===== config.mk =====
export PLATFORM = sky130hd
export DESIGN_NAME = aux_adc_channel_sequencer
export DESIGN_NICKNAME = d
export VERILOG_FILES = /design/src/aux_seq_pkg.sv /design/src/aux_adc_channel_sequencer.sv
export VERILOG_INCLUDE_DIRS = /design/src
export SDC_FILE = /design/constraint.sdc
export NUM_CORES = 2
export LEC_CHECK = 0
export BUFFER_PORTS_ARGS = -buffer_cell sky130_fd_sc_hd__buf_4
export CORE_AREA = 8 8 447 274
export DETAILED_ROUTE_END_ITERATION = 10
export DIE_AREA = 0 0 455 282
export SLEW_MARGIN = 15
export SYNTH_ARGS = -nofsm -noshare
export SYNTH_HDL_FRONTEND = slang
export SYNTH_SLANG_ARGS = --single-unit

===== constraint.sdc =====
create_clock -name pclk -period 4.7 [get_ports pclk]
set_input_delay 0 -clock pclk [delete_from_list [all_inputs] [get_ports pclk]]
set_output_delay 0 -clock pclk [all_outputs]
set_load 0.02 [all_outputs]

===== src/aux_seq_map.svh =====
// Register offsets, field positions, reset values and timing of the channel sequencer
`ifndef AUX_SEQ_MAP_SVH
`define AUX_SEQ_MAP_SVH
`define SEQ_CTRL_OFS 12'h000
`define SEQ_CMD_OFS 12'h004
`define SEQ_STEP_EN_OFS 12'h008
`define SEQ_STATUS_OFS 12'h00c
`define SEQ_CFG_BASE 12'h040
`define SEQ_RES_BASE 12'h080
`define CTRL_EN_BIT 0
`define CTRL_STBY_BIT 1
`define CTRL_DLY_LSB 2
`define CTRL_MODE_LSB 5
`define CMD_START_BIT 0
`define CMD_STOP_BIT 1
`define CTRL_RESET 32'h0000_0002
`define STEP_EN_RESET 16'h0000
`define STEP_CFG_RESET 16'h0000
`define RESULT_RESET 16'h0000
`define SETTLE_BASE_NS 1000
`define PCLK_PERIOD_NS 40
`define SETTLE_BASE_CYC ((`SETTLE_BASE_NS + `PCLK_PERIOD_NS - 1) / `PCLK_PERIOD_NS)
`endif


===== src/aux_seq_pkg.sv =====
// Types shared by the channel sequencer
package aux_seq_pkg;
  typedef enum logic [1:0] {
    ST_IDLE = 2'b00,
    ST_SETTLE = 2'b01,
    ST_CONV = 2'b10
  } seq_state_t;
  typedef enum logic [1:0] {
    MODE_CONT = 2'b00,
    MODE_SINGLE = 2'b01,
    MODE_SYNC = 2'b10,
    MODE_ALT = 2'b11
  } seq_mode_t;
  // Per-step converter setup
  typedef struct packed {
    logic [6:0] rsvd;
    logic [2:0] gain;
    logic [2:0] neg_sel;
    logic [2:0] pos_sel;
  } step_cfg_t;
  // Request to the converter
  typedef struct packed {
    logic start;
    step_cfg_t cfg;
  } conv_req_t;
endpackage


===== src/aux_adc_channel_sequencer.sv =====
// Channel sequencer for the auxiliary converter with an APB register slave
// Notes on behaviour
// Sixteen steps, each with an enable bit, one conversion per enabled step.
// Each step applies its own gain and positive and negative input selection.
// Runs start at step 0, ascend through enabled steps, skip disabled ones.
// A global 3-bit field picks the settling delay before each conversion.
// Run time is enabled steps times settling delay plus conversion time.
// Running flag is high exactly while a run is in progress.
// Host leaves the configuration registers alone while the converter is enabled.
// Host disables, configures, re-enables, then starts, to avoid spurious runs.
// A start written while the converter is disabled is ignored.
// Each step result is 16 bits in its own readable register.
// Results of disabled steps read zero after a run completes.
// All results update together at run end; reads never mix runs.
// Two-bit mode field picks continuous, single-shot or synchronized single-shot.
// Continuous mode repeats runs; a start mid-run aborts and restarts.
// Stop lets the run finish; stop reads one until actually stopped.
// Disable, standby or power-down aborts any run at once.
// Start and stop in one write act as start; stop is ignored.
// Results stay after stop; cleared by reset, disable or standby.
// Single-shot does one run per start; restart on start; stop ignored.
// Synchronized mode: main conversion start triggers a run only when idle.
// Host writes start once to arm synchronized mode.
// With single-shot main converter, host writes both starts together.
// Control writes take effect at the completing edge of the write.
// Mode 00 continuous, 01 single, 10 synchronized, 11 as single-shot.
// Start is self-clearing, a one-cycle pulse into the sequencer.
`include "aux_seq_map.svh"
module aux_adc_channel_sequencer #(
  parameter int STEPS = 16
) (
  input wire logic pclk,
  input wire logic presetn,
  input wire logic psel,
  input wire logic penable,
  input wire logic pwrite,
  input wire logic [11:0] paddr,
  input wire logic [31:0] pwdata,
  output logic [31:0] prdata,
  output logic pready,
  output logic pslverr,
  input wire logic main_conversion_start,
  input wire logic conv_done,
  input wire logic [15:0] conv_data,
  output aux_seq_pkg::conv_req_t conv_req,
  output logic sequence_running_flag
);
  localparam int IW = $clog2(STEPS);

  logic [31:0] prdata_q;
  logic pready_q;
  logic pslverr_q;
  logic [31:0] ctrl_q;
  logic [STEPS-1:0] step_enable_q;
  logic [15:0] step_config_q [STEPS];
  logic [15:0] step_result_q [STEPS];
  logic [15:0] shadow_q [STEPS];
  aux_seq_pkg::seq_state_t state_q;
  logic [IW-1:0] step_q;
  logic [11:0] wait_q;
  logic cont_q;
  logic armed_q;
  logic stop_pend_q;
  aux_seq_pkg::conv_req_t conv_req_q;
  logic running_q;

  // Returns the first enabled step at or above a given index, with a found bit
  function automatic logic [IW:0] next_step(input logic [STEPS-1:0] en, input int from);
    logic [IW:0] r;
    r = '0;
    for (int i = STEPS - 1; i >= 0; i--) begin
      if (i >= from && en[i]) begin
        r = {1'b1, IW'(i)};
      end
    end
    return r;
  endfunction

  // Settling delay in cycles, doubling with each code
  function automatic logic [11:0] settle_cycles(input logic [2:0] sel);
    return 12'(`SETTLE_BASE_CYC) << sel;
  endfunction

  // Bus strobes: one wait state, write lands on the completing edge
  logic acc;
  logic wr;
  logic cfg_hit;
  logic res_hit;
  logic [IW-1:0] widx;
  assign acc = psel && penable && pready_q;
  assign wr = acc && pwrite;
  assign cfg_hit = paddr[11:6] == 6'(`SEQ_CFG_BASE >> 6);
  assign res_hit = paddr[11:6] == 6'(`SEQ_RES_BASE >> 6);
  assign widx = paddr[IW+1:2];

  // Decoded control fields
  logic active;
  aux_seq_pkg::seq_mode_t mode;
  logic [2:0] dly_sel;
  assign active = ctrl_q[`CTRL_EN_BIT] && !ctrl_q[`CTRL_STBY_BIT];
  assign mode = aux_seq_pkg::seq_mode_t'(ctrl_q[`CTRL_MODE_LSB +: 2]);
  assign dly_sel = ctrl_q[`CTRL_DLY_LSB +: 3];

  // command at write edge
  logic cmd_wr;
  assign cmd_wr = wr && paddr == `SEQ_CMD_OFS;
  // start pulse, only when enabled
  logic start_p;
  assign start_p = cmd_wr && pwdata[`CMD_START_BIT] && active;
  // stop only without start, continuous mode, while running
  logic stop_p;
  assign stop_p = cmd_wr && pwdata[`CMD_STOP_BIT] && !pwdata[`CMD_START_BIT] &&
                  mode == aux_seq_pkg::MODE_CONT && running_q;
  // synchronized trigger only when idle
  logic sync_p;
  assign sync_p = armed_q && mode == aux_seq_pkg::MODE_SYNC && main_conversion_start &&
                  state_q == aux_seq_pkg::ST_IDLE && active && !start_p;

  // Run launch and completion
  logic launch;
  logic [IW:0] first;
  logic [IW:0] nxt;
  logic last_done;
  logic again;
  assign launch = start_p || sync_p;
  assign first = next_step(step_enable_q, 0);
  assign nxt = next_step(step_enable_q, int'(step_q) + 1);
  assign last_done = state_q == aux_seq_pkg::ST_CONV && conv_done &&
                     (!nxt[IW] || int'(step_q) == STEPS - 1);
  assign again = cont_q && !stop_pend_q;

  // APB answer path
  always_ff @(posedge pclk or negedge presetn) begin
    if (!presetn) begin
      pready_q <= 1'b0;
      prdata_q <= 32'h0000_0000;
      pslverr_q <= 1'b0;
    end else if (psel && penable && !pready_q) begin
      pready_q <= 1'b1;
      pslverr_q <= 1'b0;
      prdata_q <= 32'h0000_0000;
      if (cfg_hit) begin
        prdata_q <= {16'h0000, step_config_q[widx]};
      end else if (res_hit) begin
        // per-step result readback
        prdata_q <= {16'h0000, step_result_q[widx]};
      end else begin
        case (paddr)
          `SEQ_CTRL_OFS: prdata_q <= ctrl_q;
          // stop reads one while pending
          `SEQ_CMD_OFS: prdata_q <= {30'h0, stop_pend_q, 1'b0};
          `SEQ_STEP_EN_OFS: prdata_q <= 32'(step_enable_q);
          `SEQ_STATUS_OFS: prdata_q <= {24'h0, 4'(step_q), 2'b00, stop_pend_q, running_q};
          default: pslverr_q <= 1'b1;
        endcase
      end
    end else begin
      pready_q <= 1'b0;
      pslverr_q <= 1'b0;
    end
  end

  // Control and step registers
  always_ff @(posedge pclk or negedge presetn) begin
    if (!presetn) begin
      ctrl_q <= `CTRL_RESET;
      step_enable_q <= `STEP_EN_RESET;
      for (int i = 0; i < STEPS; i++) begin
        step_config_q[i] <= `STEP_CFG_RESET;
      end
    end else if (wr) begin
      if (paddr == `SEQ_CTRL_OFS) begin
        ctrl_q <= {25'h0, pwdata[6:0]};
      end
      if (paddr == `SEQ_STEP_EN_OFS) begin
        // step enables
        step_enable_q <= pwdata[STEPS-1:0];
      end
      if (cfg_hit) begin
        step_config_q[widx] <= pwdata[15:0];
      end
    end
  end

  // Mode latches: continuous, armed and stop pending
  always_ff @(posedge pclk or negedge presetn) begin
    if (!presetn) begin
      cont_q <= 1'b0;
      armed_q <= 1'b0;
      stop_pend_q <= 1'b0;
    end else if (!active) begin
      cont_q <= 1'b0;
      armed_q <= 1'b0;
      stop_pend_q <= 1'b0;
    end else if (start_p) begin
      // mode decides repeat or arm
      cont_q <= mode == aux_seq_pkg::MODE_CONT;
      armed_q <= mode == aux_seq_pkg::MODE_SYNC;
      stop_pend_q <= 1'b0;
    end else if (stop_p) begin
      stop_pend_q <= 1'b1;
    end else if (last_done && !again) begin
      // stop clears once halted
      cont_q <= 1'b0;
      stop_pend_q <= 1'b0;
    end
  end

  // Step walker
  always_ff @(posedge pclk or negedge presetn) begin
    if (!presetn) begin
      state_q <= aux_seq_pkg::ST_IDLE;
      step_q <= '0;
      wait_q <= 12'h000;
      conv_req_q <= '0;
      running_q <= 1'b0;
    end else begin
      conv_req_q.start <= 1'b0;
      if (!active) begin
        // immediate abort
        state_q <= aux_seq_pkg::ST_IDLE;
        running_q <= 1'b0;
      end else if (launch || (last_done && again)) begin
        // restart from the lowest enabled step
        step_q <= first[IW-1:0];
        wait_q <= settle_cycles(dly_sel);
        state_q <= first[IW] ? aux_seq_pkg::ST_SETTLE : aux_seq_pkg::ST_IDLE;
        running_q <= first[IW];
        // step setup applied
        conv_req_q.cfg <= aux_seq_pkg::step_cfg_t'(step_config_q[first[IW-1:0]]);
      end else begin
        case (state_q)
          aux_seq_pkg::ST_SETTLE: begin
            // settle then convert
            if (wait_q <= 12'h001) begin
              state_q <= aux_seq_pkg::ST_CONV;
              conv_req_q.start <= 1'b1;
            end else begin
              wait_q <= wait_q - 12'h001;
            end
          end
          aux_seq_pkg::ST_CONV: begin
            if (last_done) begin
              // run finished
              state_q <= aux_seq_pkg::ST_IDLE;
              running_q <= 1'b0;
            end else if (conv_done) begin
              step_q <= nxt[IW-1:0];
              wait_q <= settle_cycles(dly_sel);
              state_q <= aux_seq_pkg::ST_SETTLE;
              conv_req_q.cfg <= aux_seq_pkg::step_cfg_t'(step_config_q[nxt[IW-1:0]]);
            end
          end
          default: state_q <= aux_seq_pkg::ST_IDLE;
        endcase
      end
    end
  end

  // Shadow capture and whole-set result update
  always_ff @(posedge pclk or negedge presetn) begin
    if (!presetn) begin
      for (int i = 0; i < STEPS; i++) begin
        shadow_q[i] <= `RESULT_RESET;
        step_result_q[i] <= `RESULT_RESET;
      end
    end else if (!active) begin
      // cleared by disable or standby
      for (int i = 0; i < STEPS; i++) begin
        step_result_q[i] <= `RESULT_RESET;
      end
    end else if (state_q == aux_seq_pkg::ST_CONV && conv_done && !launch) begin
      shadow_q[step_q] <= conv_data;
      if (last_done) begin
        // all results at once, disabled steps zero
        for (int i = 0; i < STEPS; i++) begin
          step_result_q[i] <= !step_enable_q[i] ? `RESULT_RESET :
                              (IW'(i) == step_q) ? conv_data : shadow_q[i];
        end
      end
    end
  end

  assign prdata = prdata_q;
  assign pready = pready_q;
  assign pslverr = pslverr_q;
  assign conv_req = conv_req_q;
  assign sequence_running_flag = running_q;

  // Checks
  property p_ignore_start;
    @(posedge pclk) disable iff (!presetn)
      (cmd_wr && pwdata[`CMD_START_BIT] && !active && !running_q) |=> !running_q;
  endproperty
  a_ignore_start: assert property (p_ignore_start)
    else $error("start accepted while disabled");
  property p_abort;
    @(posedge pclk) disable iff (!presetn)
      !active |=> !running_q && state_q == aux_seq_pkg::ST_IDLE;
  endproperty
  a_abort: assert property (p_abort)
    else $error("run survived disable");
  property p_clear_res;
    @(posedge pclk) disable iff (!presetn)
      !active |=> step_result_q[0] == 16'h0000 && step_result_q[STEPS-1] == 16'h0000;
  endproperty
  a_clear_res: assert property (p_clear_res)
    else $error("results kept after disable");
  property p_stable_res;
    @(posedge pclk) disable iff (!presetn)
      (active && !last_done) |=> $stable(step_result_q[0]);
  endproperty
  a_stable_res: assert property (p_stable_res)
    else $error("result changed mid run");
  property p_zero_dis;
    @(posedge pclk) disable iff (!presetn)
      (last_done && !launch && !step_enable_q[1]) |=> step_result_q[1] == 16'h0000;
  endproperty
  a_zero_dis: assert property (p_zero_dis)
    else $error("disabled step result not zero");
  property p_start_wins;
    @(posedge pclk) disable iff (!presetn)
      (start_p && pwdata[`CMD_STOP_BIT]) |=> !stop_pend_q;
  endproperty
  a_start_wins: assert property (p_start_wins)
    else $error("stop taken with start");
  property p_stop_finish;
    @(posedge pclk) disable iff (!presetn)
      (stop_pend_q && running_q && active && !start_p) |=> stop_pend_q || !running_q;
  endproperty
  a_stop_finish: assert property (p_stop_finish)
    else $error("stop cleared before halt");
  property p_sync_no_abort;
    @(posedge pclk) disable iff (!presetn)
      (state_q == aux_seq_pkg::ST_CONV && main_conversion_start && !start_p && active &&
       !conv_done) |=> state_q == aux_seq_pkg::ST_CONV && $stable(step_q);
  endproperty
  a_sync_no_abort: assert property (p_sync_no_abort)
    else $error("trigger disturbed a run");
  // cycles spent settling in the current step
  logic [11:0] settle_cnt_q;
  always_ff @(posedge pclk or negedge presetn) begin
    if (!presetn) begin
      settle_cnt_q <= 12'h000;
    end else if (state_q != aux_seq_pkg::ST_SETTLE || launch || !active) begin
      settle_cnt_q <= 12'h000;
    end else if (settle_cnt_q != 12'hfff) begin
      settle_cnt_q <= settle_cnt_q + 12'h001;
    end
  end
  property p_settle;
    @(posedge pclk) disable iff (!presetn)
      conv_req_q.start |-> settle_cnt_q == (12'(`SETTLE_BASE_CYC) << dly_sel);
  endproperty
  a_settle: assert property (p_settle)
    else $error("conversion before settling");
  property p_start_pulse;
    @(posedge pclk) disable iff (!presetn)
      conv_req_q.start |=> !conv_req_q.start;
  endproperty
  a_start_pulse: assert property (p_start_pulse)
    else $error("start pulse too long");
  c_run_done: cover property (@(posedge pclk) disable iff (!presetn) last_done);
  c_restart: cover property (@(posedge pclk) disable iff (!presetn) start_p && running_q);
  c_sync: cover property (@(posedge pclk) disable iff (!presetn) sync_p);
  c_stop: cover property (@(posedge pclk) disable iff (!presetn) stop_p);
endmodule


==> reports/qor.txt <==
status -> complete, no violations
Iteration-0 DRC Markers -> 4409
Inserted Clock Buffers -> 83
CP Max Fanout -> 20
Peak Freq -> 235 MHz
Worst VDD drop -> 0.239 mV
synthesized area -> 46000 sq um
Syn. warnings -> 0
floorplan row count -> 97
Yosys reg bits -> 848
Pwr Density -> 293 nW/um^2
Fin. Hold Viols -> 0
number of I/O pins -> 119
area post-placement -> 47900 sq um
final period utilization -> 90.4%
Netlist cell types -> 80
Worst R2R End -> conv_req[14]
RSZ-0062 raised after global routing -> no
clock-pin slew on the worst setup and hold paths -> 0.06 ns
largest net degree at the start of global routing -> 207
register-to-register setup slack -> 0.45 ns
# DRC -> 0
critical path launch point type -> register
clk buf depth -> 3
final wirelength -> 151000 um
fraction of registers with async set/reset -> 100%
Syn Area/Cell -> 11.7 sq um
leading area contributor after synthesis -> dfrtp_1
Final HPWL DP -> 95900 um
drt pass-1 iters -> 6
clock root buffer -> clkbuf_16
max-cap violations -> 0
number of global-route vias before repair -> 32900
Final Cell Area -> 51100 sq um
Worst-Skew Late Latency -> 0.70 ns
GR Util All Layers -> 23.1%
first-pass GRT wire length -> 225000 um
area grow syn2layout -> 11.0%
crit path capture type -> register
die area -> 128000 sq um
DR vias -> 34200
Sink Count -> 848
top-area cell type share of the netlist area -> 46.1%
Synth Flop Type -> dfrtp_1
remaining antenna violation count -> 0
RD Place Congestion -> 0.928
sequential area share after synthesis -> 46.1%
DIE HEIGHT -> 282 um
share of post-route cells with drive strength above 1 -> 26.5%
synth top area cells -> dfrtp_1 46%, mux2_2 12%, mux4_2 8.4%
drt wl/cell -> 27.4 um
Hold WS -> 0.00208 ns
Cells after Synth -> 3941
max_slew headroom -> 16.4%
RR Startpoint -> step_q[1]
fill count -> 10600
arrival time worst endpoint -> 4.82 ns
CTS tree -> yes
Hold WC Path Type -> input port to asynchronous set/reset pin
Post-synth EDFFs -> 0
setup TNS -> 0 ns
starting density of the core -> 39.8%
critical path type -> register to register
Final Max Slew Viols -> 0
Fin Clk Skew -> 0.0393 ns
Worst EP required -> 5.27 ns
gr ovfl total -> 0
Reg2Reg Depth -> 14
initial antenna violation count -> 10
static leakage -> 23.5 nW
mean number of vias per cell -> 6.22
Die Span X -> 455 um
Final setup viols -> 0
worst-margin pin slew -> 1.25 ns
IO Port Bufs -> 86
Core Box Area -> 116000 sq um
min Tclk post-route -> 4.25 ns
H-tree levels -> 3
fin nets -> 3973
[worst max-delay path: stages (launching register included)]
cell and delay [ns]:
dfrtp_1 0.56, inv_1 0.14, ha_1 0.32, buf_4 0.19
o21a_1 0.15, nor2_1 0.05, o31ai_2 0.48, o211a_1 0.49
buf_4 0.26, a21o_1 0.38, buf_12 0.22, a2111oi_0 0.10
o21ai_0 0.26, o2111ai_1 0.15, o41ai_1 0.35
[final cells by class]
type / count / area (sq um) / share of cell area, %
Multi-Input combinational cell: 2650 / 22700 / 44.4
Sequential cell: 848 / 21200 / 41.5
Clock buffer: 120 / 2360 / 4.61
Timing Repair Buffer: 248 / 2240 / 4.38
Tap cell: 1534 / 1920 / 3.76
Clock inverter: 28 / 413 / 0.808
Inverter: 61 / 229 / 0.448
Antenna cell: 6 / 15.0 / 0.0294
[repair_timing]
item	CTS	global route
hold buffers	38	0
endpoints found under the setup margin	0	18
gates resized for setup	0	4
buffers inserted	0	2
hold endpoints to repair	883	0
[power breakdown]
part | total, mW | internal, mW | switching [mW]
Clock | 7.06 | 3.99 | 3.07
Sequential | 7.30 | 7.30 | 0.00345
Combinational | 0.602 | 0.157 | 0.445
[stage by stage]
stage / power (mW) / cells / setup slack (ns) / utilization (%)
global placement: 8.02 / 5301 / 0.559 / 41.4
floorplan: 7.68 / 3956 / 1.16 / -
detailed placement: 8.02 / 5301 / 0.364 / 41.4
CTS: 15.1 / 5487 / 0.339 / 44.1
finish: 15.0 / 5495 / 0.453 / 44.2
global route: 15.4 / 5491 / 0.131 / 44.2
[cells by family (layout without fill, tap and decap cells)]
| logic type | count (synthesis) | count (layout) | synth area share, % |
|---|---|---|---|
| AOI/OAI and AO/OA | 712 | 712 | 11.0 |
| muxes | 1074 | 1074 | 29.5 |
| DFF | 848 | 848 | 46.1 |
| and+or+nand+nor | 833 | 833 | 8.07 |
| other | 1 | 22 | 0.00815 |
| buffers and inverters | 458 | 457 | 4.94 |
| xor gates and xnor gates | 1 | 1 | 0.0190 |
| adders and majority gates | 14 | 14 | 0.381 |
[worst max-delay path by stage]
| stage | start | end | slack (ns) | cells after the start |
|---|---|---|---|---|
| floorplan | step_q[0] | step_result_q[101] | 1.16 | 17 |
| CTS | step_q[1] | conv_req[14] | 0.34 | 12 |
| detailed placement | step_q[1] | conv_req[14] | 0.36 | 12 |
| finish | step_q[1] | conv_req[14] | 0.45 | 14 |
| global placement | step_q[1] | conv_req[14] | 0.56 | 12 |
| global route | step_q[1] | conv_req[8] | 0.13 | 14 |
[synth_stat cells, types with 12 or more instances]
| library cell | number |
|---|---|
| and2_1 | 20 |
| dfrtp_1 | 847 |
| a211oi_1 | 62 |
| a311o_1 | 13 |
| o2111ai_1 | 25 |
| buf_6 | 51 |
| mux2_1 | 42 |
| nor4_1 | 12 |
| mux2_2 | 493 |
| o211ai_1 | 22 |
| o41ai_1 | 15 |
| ha_1 | 14 |
| a31oi_1 | 25 |
| buf_2 | 49 |
| inv_1 | 60 |
| mux2i_1 | 367 |
| nand2_1 | 499 |
| a221oi_1 | 21 |
| and3_1 | 42 |
| a2111oi_0 | 13 |
| nor3_1 | 17 |
| buf_4 | 29 |
| nor2_1 | 73 |
| buf_1 | 25 |
| mux4_2 | 172 |
| nand4_1 | 30 |
| clkbuf_1 | 243 |
| nand3_1 | 85 |
| a21oi_1 | 55 |
| o31ai_1 | 242 |
| o21ai_0 | 136 |
[flip-flops by register name (all words and copies together) (netlist names)]
name and flops:
step_result_q 256, ctrl_q 7, armed_q 1, sequence_running_flag 1, pslverr 1, wait_q 12, state_q 2, conv_req 17
cont_q 1, stop_pend_q 1, step_config_q 256, shadow_q 256, prdata 16, step_enable_q 16, step_q 4, pready 1
[per-layer routing]
metal  vias up  part of all wire (%)  routed length [um]  GRT usage, %
met1     17600                    47               70700          35.7
met5         -                  0.11                 162         0.818
met2      1722                    38               57800          29.9
met3       256                    12               18300          8.43
met4         4                   2.5                3800          5.86
li1      14600                     -                   -             -
[layout by cell type, fill, tap and decap left out, types with 14 or more instances in the layout]
cell | Yosys | routed
a211oi_1 | 62 | 61
buf_12 | 0 | 21
o31ai_1 | 242 | 241
a21oi_1 | 55 | 53
mux2i_1 | 367 | 367
buf_4 | 29 | 186
mux2_2 | 493 | 493
a221oi_1 | 21 | 21
mux4_2 | 172 | 172
nor2_1 | 73 | 62
inv_1 | 60 | 60
o211ai_1 | 22 | 22
and3_1 | 42 | 41
and2_1 | 20 | 20
nor3_1 | 17 | 14
o2111ai_1 | 25 | 25
clkbuf_8 | 0 | 14
clkbuf_1 | 243 | 23
a31oi_1 | 25 | 25
o21ai_0 | 136 | 136
mux2_1 | 42 | 42
nand4_1 | 30 | 30
nand3_1 | 85 | 85
nand2_1 | 499 | 497
conb_1 | 1 | 16
o41ai_1 | 15 | 15
dlygate4sd3_1 | 0 | 38
dfrtp_1 | 847 | 847
clkbuf_16 | 0 | 83
(Power assumes the default switching activity.)
